===== src/include/ccb_defs.svh =====
// Opcodes, PC step, BCD constants and timing counts of the compare/clear/invert/adjust unit
`ifndef CCB_DEFS_SVH
`define CCB_DEFS_SVH

`define CCB_OP_CMP_ACC_IMM   8'hB4
`define CCB_OP_CMP_ACC_DIR   8'hB5
`define CCB_OP_CMP_IND_HI    7'h5B
`define CCB_OP_CMP_REG_HI    5'h17
`define CCB_OP_CLR_ACC       8'hE4
`define CCB_OP_CLR_CARRY     8'hC3
`define CCB_OP_CLR_BIT       8'hC2
`define CCB_OP_INV_ACC       8'hF4
`define CCB_OP_INV_CARRY     8'hB3
`define CCB_OP_INV_BIT       8'hB2
`define CCB_OP_DEC_ADJ       8'hD4

`define CCB_PC_STEP_CMP      16'h0003
`define CCB_BCD_FIX          4'h6
`define CCB_BCD_MAX          4'h9
`define CCB_MCYC_CMP         2'h2
`define CCB_MCYC_ONE         2'h1
`define CCB_MCYC_CLKS        8'h0C

`endif


===== src/include/ccb_pkg.sv =====
// Types shared by the compare/clear/invert/adjust unit
`default_nettype none
package ccb_pkg;
    typedef enum logic {CCB_IDLE, CCB_EXEC} ccb_state_t;

    typedef struct packed {
        ccb_state_t  state;
        logic [7:0]  div;
        logic [1:0]  mcyc;
        logic [1:0]  need;
        logic [7:0]  acc;
        logic        carry;
        logic        bit_val;
        logic [7:0]  bit_addr;
        logic [15:0] pc;
        logic        acc_we;
        logic        c_we;
        logic        bit_we;
        logic        pc_we;
        logic        done;
    } ccb_st_t;
endpackage
`default_nettype wire


===== src/hdl/ccb_bcd_adj.sv =====
// Two-step decimal adjust of the accumulator after a packed-BCD addition
`include "ccb_defs.svh"
`default_nettype none
module ccb_bcd_adj (
    input  wire logic [7:0] acc_i,
    input  wire logic       carry_i,
    input  wire logic       aux_carry_flag_i,
    output logic      [7:0] acc_o,
    output logic            carry_o
);
    logic [8:0] low_sum;
    logic [8:0] high_sum;
    logic       c_mid;

    always_comb begin
        low_sum = {1'b0, acc_i};
        if (acc_i[3:0] > `CCB_BCD_MAX || aux_carry_flag_i) begin
            low_sum = {1'b0, acc_i} + {5'h00, `CCB_BCD_FIX};
        end
        c_mid = carry_i | low_sum[8];
        // high nibble fix, carry only ever set
        high_sum = {1'b0, low_sum[7:0]};
        if (low_sum[7:4] > `CCB_BCD_MAX || c_mid) begin
            high_sum = {1'b0, low_sum[7:0]} + {1'b0, `CCB_BCD_FIX, 4'h0};
        end
        acc_o   = high_sum[7:0];
        carry_o = c_mid | high_sum[8];
    end
endmodule // ccb_bcd_adj
`default_nettype wire


===== src/hdl/ccb_core.sv =====
// Execution unit for compare-branch, clear, invert and decimal adjust
`include "ccb_defs.svh"
`default_nettype none
module ccb_core #(
    parameter logic [7:0] MCYC_CLKS = `CCB_MCYC_CLKS
) (
    input  wire logic        ref_clk_i,
    input  wire logic        rst_i,
    input  wire logic        start_i,
    input  wire logic [7:0]  opcode_i,
    input  wire logic [7:0]  byte2_i,
    input  wire logic [7:0]  byte3_i,
    input  wire logic [15:0] pc_i,
    input  wire logic [7:0]  acc_i,
    input  wire logic [7:0]  wreg_i,
    input  wire logic [7:0]  ind_data_i,
    input  wire logic [7:0]  dir_data_i,
    input  wire logic        carry_i,
    input  wire logic        aux_carry_flag_i,
    input  wire logic        bit_mem_i,
    input  wire logic        bit_latch_i,
    input  wire logic        bit_is_port_i,
    output logic             ready_o,
    output logic [2:0]       working_register_o,
    output logic             pointer_register_o,
    output logic [7:0]       dir_addr_o,
    output logic [7:0]       acc_o,
    output logic             acc_we_o,
    output logic             carry_o,
    output logic             carry_we_o,
    output logic [7:0]       bit_addr_o,
    output logic             bit_val_o,
    output logic             bit_we_o,
    output logic [15:0]      pc_o,
    output logic             pc_we_o,
    output logic             done_o
);
    ccb_pkg::ccb_st_t st_reg;
    ccb_pkg::ccb_st_t st_next;

    logic       is_cmp;
    logic       is_known;
    logic       take;
    logic [7:0] op_a;
    logic [7:0] op_b;
    logic       bit_orig;
    logic [7:0] da_acc;
    logic       da_carry;

    assign working_register_o = opcode_i[2:0];
    assign pointer_register_o = opcode_i[0];
    assign dir_addr_o         = byte2_i;
    assign ready_o            = (st_reg.state == ccb_pkg::CCB_IDLE);

    assign is_cmp = (opcode_i == `CCB_OP_CMP_ACC_IMM) || (opcode_i == `CCB_OP_CMP_ACC_DIR)
                 || (opcode_i[7:1] == `CCB_OP_CMP_IND_HI)
                 || (opcode_i[7:3] == `CCB_OP_CMP_REG_HI);
    assign is_known = is_cmp || (opcode_i == `CCB_OP_CLR_ACC)
                   || (opcode_i == `CCB_OP_CLR_CARRY) || (opcode_i == `CCB_OP_CLR_BIT)
                   || (opcode_i == `CCB_OP_INV_ACC) || (opcode_i == `CCB_OP_INV_CARRY)
                   || (opcode_i == `CCB_OP_INV_BIT) || (opcode_i == `CCB_OP_DEC_ADJ);
    // Unknown opcodes are left to other units and simply not taken
    assign take = start_i && ready_o && is_known;

    always_comb begin
        op_a = acc_i;
        op_b = byte2_i;
        // indirect form uses the byte at the pointer
        if (opcode_i[7:1] == `CCB_OP_CMP_IND_HI) begin
            op_a = ind_data_i;
        end else if (opcode_i[7:3] == `CCB_OP_CMP_REG_HI) begin
            op_a = wreg_i;
        end else if (opcode_i == `CCB_OP_CMP_ACC_DIR) begin
            op_b = dir_data_i;
        end
    end

    // port bits read from the output latch
    assign bit_orig = bit_is_port_i ? bit_latch_i : bit_mem_i;

    ccb_bcd_adj u_bcd_adj (
        .acc_i            (acc_i),
        .carry_i          (carry_i),
        .aux_carry_flag_i (aux_carry_flag_i),
        .acc_o            (da_acc),
        .carry_o          (da_carry)
    );

    always_comb begin
        st_next      = st_reg;
        st_next.done = 1'b0;
        case (st_reg.state)
            ccb_pkg::CCB_IDLE: begin
                if (take) begin
                    st_next.state    = ccb_pkg::CCB_EXEC;
                    st_next.div      = 8'h00;
                    st_next.mcyc     = 2'h0;
                    st_next.need     = is_cmp ? `CCB_MCYC_CMP : `CCB_MCYC_ONE;
                    st_next.bit_addr = byte2_i;
                    case (opcode_i)
                        `CCB_OP_CLR_ACC:   st_next.acc = 8'h00;
                        `CCB_OP_INV_ACC:   st_next.acc = ~acc_i;
                        `CCB_OP_CLR_CARRY: st_next.carry = 1'b0;
                        `CCB_OP_INV_CARRY: st_next.carry = ~carry_i;
                        `CCB_OP_CLR_BIT:   st_next.bit_val = 1'b0;
                        `CCB_OP_INV_BIT:   st_next.bit_val = ~bit_orig;
                        // both fixes in one step, overflow untouched
                        `CCB_OP_DEC_ADJ: begin
                            st_next.acc   = da_acc;
                            st_next.carry = da_carry;
                        end
                        default: begin
                            st_next.carry = (op_a < op_b);
                            // advance by 3, then branch on inequality
                            st_next.pc = pc_i + `CCB_PC_STEP_CMP;
                            if (op_a != op_b) begin
                                st_next.pc = pc_i + `CCB_PC_STEP_CMP
                                           + {{8{byte3_i[7]}}, byte3_i};
                            end
                        end
                    endcase
                    // Enables held until done, replaced at the next take
                    st_next.acc_we = (opcode_i == `CCB_OP_CLR_ACC)
                                  || (opcode_i == `CCB_OP_INV_ACC)
                                  || (opcode_i == `CCB_OP_DEC_ADJ);
                    st_next.c_we   = is_cmp || (opcode_i == `CCB_OP_CLR_CARRY)
                                  || (opcode_i == `CCB_OP_INV_CARRY)
                                  || (opcode_i == `CCB_OP_DEC_ADJ);
                    // compare writes only carry and PC
                    st_next.bit_we = (opcode_i == `CCB_OP_CLR_BIT)
                                  || (opcode_i == `CCB_OP_INV_BIT);
                    st_next.pc_we  = is_cmp;
                end
            end
            ccb_pkg::CCB_EXEC: begin
                st_next.div = st_reg.div + 8'h01;
                if (st_reg.div == MCYC_CLKS - 8'h01) begin
                    st_next.div  = 8'h00;
                    st_next.mcyc = st_reg.mcyc + 2'h1;
                    // results land at the end of the last machine cycle
                    if (st_reg.mcyc + 2'h1 == st_reg.need) begin
                        st_next.state = ccb_pkg::CCB_IDLE;
                        st_next.done  = 1'b1;
                    end
                end
            end
            default: st_next.state = ccb_pkg::CCB_IDLE;
        endcase
    end

    always_ff @(posedge ref_clk_i) begin
        if (rst_i) begin
            st_reg <= '0;
        end else begin
            st_reg <= st_next;
        end
    end

    assign acc_o      = st_reg.acc;
    assign carry_o    = st_reg.carry;
    assign bit_addr_o = st_reg.bit_addr;
    assign bit_val_o  = st_reg.bit_val;
    assign pc_o       = st_reg.pc;
    assign done_o     = st_reg.done;
    assign acc_we_o   = st_reg.done & st_reg.acc_we;
    assign carry_we_o = st_reg.done & st_reg.c_we;
    assign bit_we_o   = st_reg.done & st_reg.bit_we;
    assign pc_we_o    = st_reg.done & st_reg.pc_we;

    // Clocks since the last take, for the duration checks
    logic [9:0] run_cnt;
    always_ff @(posedge ref_clk_i) begin
        if (rst_i) begin
            run_cnt <= 10'h000;
        end else if (take) begin
            run_cnt <= 10'h000;
        end else begin
            run_cnt <= run_cnt + 10'h001;
        end
    end

    a_cmp_carry_value:
        assert property (@(posedge ref_clk_i) disable iff (rst_i)
            take && is_cmp |=> st_reg.carry == ($past(op_a) < $past(op_b)))
        else $error("compare carry wrong");
    a_cmp_pc_target:
        assert property (@(posedge ref_clk_i) disable iff (rst_i)
            take && is_cmp |=> st_reg.pc == $past(pc_i) + 16'h0003
                + (($past(op_a) != $past(op_b)) ? {{8{$past(byte3_i[7])}}, $past(byte3_i)}
                                                 : 16'h0000))
        else $error("compare branch target wrong");
    a_cmp_two_cycles:
        assert property (@(posedge ref_clk_i) disable iff (rst_i)
            done_o && pc_we_o |-> run_cnt == {2'h0, MCYC_CLKS} + {2'h0, MCYC_CLKS})
        else $error("compare did not take two machine cycles");
    a_cmp_no_writes:
        assert property (@(posedge ref_clk_i) disable iff (rst_i)
            pc_we_o |-> carry_we_o && !acc_we_o && !bit_we_o)
        else $error("compare wrote an operand");
    a_one_cycle_ops:
        assert property (@(posedge ref_clk_i) disable iff (rst_i)
            done_o && !pc_we_o |-> run_cnt == {2'h0, MCYC_CLKS})
        else $error("single-cycle op took wrong time");
    a_clr_acc_zero:
        assert property (@(posedge ref_clk_i) disable iff (rst_i)
            take && opcode_i == `CCB_OP_CLR_ACC |=> st_reg.acc == 8'h00 && !st_reg.c_we)
        else $error("clear accumulator failed");
    a_inv_acc_value:
        assert property (@(posedge ref_clk_i) disable iff (rst_i)
            take && opcode_i == `CCB_OP_INV_ACC |=> st_reg.acc == ~$past(acc_i) && !st_reg.c_we)
        else $error("invert accumulator failed");
    a_inv_bit_latch:
        assert property (@(posedge ref_clk_i) disable iff (rst_i)
            take && opcode_i == 8'hB2 && bit_is_port_i |=> st_reg.bit_val == !$past(bit_latch_i))
        else $error("invert bit did not use latch");
    a_clr_bit_zero:
        assert property (@(posedge ref_clk_i) disable iff (rst_i)
            take && opcode_i == `CCB_OP_CLR_BIT |=> !st_reg.bit_val
                && {st_reg.pc_we, st_reg.bit_we, st_reg.c_we, st_reg.acc_we} == 4'h4)
        else $error("clear bit failed");
    a_da_carry_kept:
        assert property (@(posedge ref_clk_i) disable iff (rst_i)
            take && opcode_i == 8'hD4 && carry_i |=> st_reg.carry)
        else $error("decimal adjust cleared carry");
    a_da_low_fix:
        assert property (@(posedge ref_clk_i) disable iff (rst_i)
            take && opcode_i == 8'hD4 && acc_i == 8'h0A && !carry_i
            |=> st_reg.acc == 8'h10 && !st_reg.carry)
        else $error("decimal adjust low fix wrong");
endmodule // ccb_core
`default_nettype wire


===== config.mk =====
export PLATFORM = sky130hd
export DESIGN_NAME = ccb_core
export DESIGN_NICKNAME = d
export VERILOG_FILES = /design/src/include/ccb_pkg.sv /design/src/hdl/ccb_bcd_adj.sv /design/src/hdl/ccb_core.sv
export VERILOG_INCLUDE_DIRS = /design/src /design/src/include
export SDC_FILE = /design/constraint.sdc
export NUM_CORES = 1
export LEC_CHECK = 0
export ABC_CLOCK_PERIOD_IN_PS = 3700
export BUFFER_PORTS_ARGS = -buffer_cell sky130_fd_sc_hd__buf_4
export CELL_PAD_IN_SITES_DETAIL_PLACEMENT = 0
export CELL_PAD_IN_SITES_GLOBAL_PLACEMENT = 1
export CORE_MARGIN = 10
export CORE_UTILIZATION = 34
export CTS_CLUSTER_SIZE = 14
export DETAILED_ROUTE_END_ITERATION = 8
export PLACE_DENSITY = 0.74
export SETUP_SLACK_MARGIN = 0.05
export SLEW_MARGIN = 20
export SYNTH_ARGS = -nofsm -noshare
export SYNTH_HDL_FRONTEND = slang
export SYNTH_SLANG_ARGS = --single-unit

===== constraint.sdc =====
create_clock -name ref_clk_i -period 3.7 [get_ports ref_clk_i]
set_input_delay 0.37 -clock ref_clk_i [delete_from_list [all_inputs] [get_ports ref_clk_i]]
set_output_delay 0.37 -clock ref_clk_i [all_outputs]
set_load 0.01 [all_outputs]

* Word level (Yosys, flattened, before mapping)
Cells that the tools add are included.
Word-level totals: flip-flop bits (word level) 52, bits in latches 0, memory bits (writable) 0, bits in read-only memories 0, input bits 80, output and inout bits 52, logic and storage cells 102, memories kept 0
Operators by class: $add $sub $neg 6, $mul 0, div/mod/pow operators 0, magnitude comparators 3, equality and inequality tests 16, shift operators 0, muxes and demuxes 19, bitwise operators 13, reduce and logical (&&, ||, !) cells 31
Operators with widths (number):
- equality test 8 bit (second input constant) | 9
- two-way mux 51 bit | 1
- two-way mux 8 bit | 5
- two-way mux 16 bit | 2
- case mux 8 bit (3 select lines) | 1
- case mux 11 bit (2 select lines) | 1
- logical OR 1 bit | 18
- two-way mux 9 bit | 2
- adder 16 bit | 1
- adder 16 x 2 -> 16 bit (second input constant) | 1
- AND reduction 3 bit | 4
- two-way mux 11 bit | 1
- adder 8 x 3 -> 9 bit (second input constant) | 1
- adder 8 x 7 -> 9 bit (second input constant) | 1
- adder 8 x 1 -> 8 bit (second input constant) | 1
- equality test 8 x 4 -> 1 bit (second input constant) | 1
- > comparator 4 bit (second input constant) | 2
- less-than comparator 8 bit | 1
- != test 8 bit | 1
- NOT 8 bit | 1
- equality test 7 bit (second input constant) | 1
- OR reduction 7 bit | 1
- NOT 1 bit | 6
- equality test 5 bit (second input constant) | 1
- other kinds (15) | 24

* Depth between registers and ports, before layout
depth in word-level cells 14, mapped depth 15, depth with buffers taken out 13

* By module
Synthesis repeated with hierarchy kept, for this count alone.
Second synthesis, totals: cells, all modules 586, area, all modules 4579.4 sq um
Modules (own cells, without submodules):
- ccb_core | times used 1, cells an instance 530, area an instance 4192.8 sq um, seq. area each 1021.0 sq um
- ccb_bcd_adj | times used 1, cells an instance 56, area an instance 386.6 sq um, seq. area each 0.0 sq um

* Least setup slack after synthesis
No wires, ideal clock.
kind input to register, from input port opcode_i[5], to register st_reg, in the netlist pc_o[15], setup time 88 ps, arrival 3620 ps, required time 3612 ps, slack -9 ps, cell stages on the path 12, path buffers 1, cell sequence buf_2 -> and4b_1 -> nor2b_1 -> nand2_1 -> nor3_2 -> mux2_2 -> ha_1 -> nand4_1 -> or2_2 -> a31o_2 -> or4_1 -> a311oi_2
Between the ends: cells in the longest elaborated chain, start to end 13, elaborated cells on any way between the ends 32, classes of those cells 12 x eq/ne; 6 x mux; 1 x bitwise; 13 x reduce/logical
Ends and longest elaborated chain:
- from (decl) | RTL line ccb_core.sv:10 | input wire logic [7:0] opcode_i,
- equality test 8 bit (no source line)
- logical OR 1 bit (3 in a row) | RTL line ccb_core.sv:55 | assign is_cmp = (opcode_i == `CCB_OP_CMP_ACC_IMM) || (opcode_i == `CCB_OP_CMP_ACC_DIR)
- logical OR 1 bit (7 in a row) | RTL line ccb_core.sv:58 | assign is_known = is_cmp || (opcode_i == `CCB_OP_CLR_ACC)
- logical AND 1 bit | RTL line ccb_core.sv:63 | assign take = start_i && ready_o && is_known;
- AND reduction 3 bit (no source line)
- to (signal assigned) | RTL line ccb_core.sv:155 | st_reg <= st_next;
- to (decl) | RTL line ccb_core.sv:38 | ccb_pkg::ccb_st_t st_reg;
Parallel ways exist; a longest one is shown, timed or not. A chain may end at the register's enable or synchronous reset.

* Final worst setup path
from input port pc_i[0], to register st_reg, in the netlist pc_o[15]
Between the ends: cells in the longest elaborated chain, start to end 3
Ends and longest elaborated chain:
- from (decl) | RTL line ccb_core.sv:13 | input wire logic [15:0] pc_i,
- adder 16 x 2 -> 16 bit (no source line) (*)
- adder 16 bit | RTL line ccb_core.sv:117 | st_next.pc = pc_i + `CCB_PC_STEP_CMP
- two-way mux 16 bit (*) | RTL line ccb_core.sv:116 | if (op_a != op_b) begin
Every way passes the cells marked *; elsewhere a longest branch is shown, timed or not.

==> flow_summary.ini <==
[global_routing]
grt_pass1_vias = 4440
grt_max_degree = 54
grt-ovfl-total = 0
grt_pass1_wl_mm = 22.28
grt_util_all_layers_pct = 14.78
antenna_found_initial = 0

[critical_path]
start_kind = primary input
worst_ep_arrival_time_ps = 3610
crit_slowest_cell = or4_1
rr_endpoint = pc_o[5]
cp.buffers_inverters = 2
timing.rr.start = st_reg[51]
endpoint_kind = flop
cpLargestDelayFamily = simple AND/OR/NAND/NOR gates
rr_worst_depth = 6
worstPathMaxFanout = 5
slowest_delay_ps = 580
r2r_slack_ps = 1580
critPathRequiredTime_ps = 3910
worstSetupPathType = in -> reg
path_cells = buf_4 > inv_1 > ha_1 > and3b_1 > nand4_1 > or4_1 > nand2_1 > ha_1 > nand2_1 > o21ai_1 > nor3_1 > a31o_2 > or4_1 > a311oi_2

[pwr]
p_comb_share_pct = 28.8
ir_worst_vdd_mv = 0.1667
seqPwrFrac_pct = 38.3
switching_share_pct = 30.71
p_int_mw = 1.011
power_leakage_nw = 2.319
p_clk_share_pct = 32.9
cellPowerDensity_nw_per_um2 = 267.8
p_sw_uw = 448.1
design_power_total_mw = 1.459

[synth]
yosys.area.top_type_share_pct = 23.13
syn-num-nets = 677
async_flop_share_pct = 0
ys_ff_latch = 51
synth.yosys.seq_area_share_pct = 23.13
postSynthAreaPerCell_um2 = 7.758
synth_top_area_cell = dfxtp_1
synth_warnings = 0
netlist_top_cells_area = dfxtp_1 23%, ha_1 7.7%, buf_4 7.5%
synth_area_um2 = 4414
netlist_instances = 569
synth_edf_count = 0
ys_types = 65
synth_flop_cell = dfxtp_1

[cts]
cts_buffer_depth = 2
cts_sinks = 51
cts.reportedPaths.clkPinSlew_ps = 70
hold_buffers = 0
numCtsBuffers = 5
cts.root.buffer_cell = clkbuf_16
post_cts_buffers = 0
htree_levels = 2
clk_latency_ps = 290
ctsResizeCount = 0
cts_tree = done

[placed_design]
post-place-ws_ps = -36.30
place_area_um2 = 5296
portBuffers = 131
hpwl_mm = 11.18
gp_congestion = 0.8862

[run_status]
status = completed

[sta]
fin_tns_setup_ps = 0
timing.fmax_mhz = 294.1
maxSlewViolCount = 0
slew-limit-headroom_pct = 49.30
fin_crit_ps = 3400
finalCritPeriodShare_pct = 91.89
fin_hold_ws_ps = 341.2
tightestPinTransition_ps = 760.5
finalHoldViolCount = 0
finClkSkew_ps = 5.729
setup_viol = 0
setup_ws_ps = 300.0
rsz0062_at_grt = false

[layout]
synthToLayoutAreaGrowth_pct = 23.47
antenna_cells = 0
final_cell_mix = 143 x buf_4, 53 x nor2_1, 51 x dfxtp_1
final_nets = 761
stdcell_area_um2 = 5450
final_common_cell = buf_4
drive_above_1_share_pct = 25.84

[route]
dr.pass1.iters = 4
wl_mm = 13.61
drt_iter0_drc = 202
vias = 4331
drc = 0
routed_via_density = 5.243
wl_per_cell_um = 16.48
antenna_left = 0

[floorplan]
io_pins = 132
core-area_um2 = 12670
row_count = 41
die_w_um = 133.9
die_h_um = 133.9
start_util_pct = 34.84
die_area_um2 = 17940

[flow_run]
drv_cap = 0

[hold_path]
hp-class = in -> reg
hold-path-cell-count = 3
worst_hold_startpoint = byte2_i[4]
worstHoldEndpoint = bit_addr_o[4]
==> layout make-up <==
| cell class | instances | area (µm²) |
|---|---|---|
| Clock buffer | 5 | 125.1 |
| Clock inverter | 3 | 28.78 |
| Fill cell | 1299 | 7221 |
| Inverter | 13 | 48.80 |
| Multi-Input combinational cell | 439 | 2938 |
| Sequential cell | 51 | 1021 |
| Tap cell | 172 | 215.2 |
| Timing Repair Buffer | 143 | 1074 |
==> how the worst max path moves through the flow <==
stage	startpoint	endpoint	slack (ps)	cells past startpoint
finish	pc_i[0]	pc_o[15]	300	14
detailed placement	pc_i[0]	pc_o[15]	-40	14
CTS	pc_i[0]	pc_o[15]	280	14
global placement	pc_i[0]	pc_o[15]	90	14
global route	pc_i[0]	pc_o[15]	50	14
floorplan	opcode_i[5]	pc_o[15]	130	12
==> worst min-delay path: stages <==
cell and delay, ps:
buf_4 100, mux2i_1 60, nor2_1 70
==> through the flow <==
step	utilization, %	cells
floorplan	-	569
global placement	41.80	818
detailed placement	41.80	818
CTS	43.01	826
global route	43.01	826
finish	43.01	826
==> per-layer routing <==
metal	part of all wire, %	wire length, µm	global-route usage [%]	up-vias
li1	-	-	-	2206
met1	44	6047	17.94	1980
met2	46	6285	25.36	135
met3	8.2	1111	3.996	10
met4	1.2	166	3.386	0
met5	0	0	0	-
==> cell families (layout without fill, tap and decap cells) <==
group           after synthesis  count (layout)  share of synthesized area [%]
mux                          25              25                          5.697
simple gates                215             215                          25.65
flops                        51              51                          23.13
compound gates              143             143                          21.34
fa+ha+maj                    28              28                          8.107
xor+xnor                     28              28                          5.555
buf+inv                      79             164                          10.52
==> power by group through the flow <==
stage,Sequential (mW),Clock (mW),Combinational (mW)
2_1_floorplan,0.571,0,0.265
3_3_place_gp,0.572,0,0.411
3_5_place_dp,0.572,0,0.420
4_1_cts,0.559,0.495,0.422
5_1_grt,0.560,0.526,0.466
6_report,0.559,0.480,0.420
==> cells in the mapped netlist (all sizes together) (3+ instances only) <==
cell type	count
a211oi	8
a21o	6
a21oi	42
a311oi	6
a31oi	11
and2	7
and3	9
and3b	4
and4	3
and4b	3
buf	47
clkbuf	19
dfxtp	51
ha	27
inv	13
mux2i	24
nand2	44
nand2b	4
nand3	21
nand3b	3
nand4	8
nor2	55
nor2b	7
nor3	18
nor3b	6
nor4	6
o2111ai	3
o211ai	5
o21a	4
o21ai	33
o21bai	3
o31ai	4
or2	5
or3	6
xnor2	16
xor2	12
No activity file was read; power rests on OpenSTA's default activity.
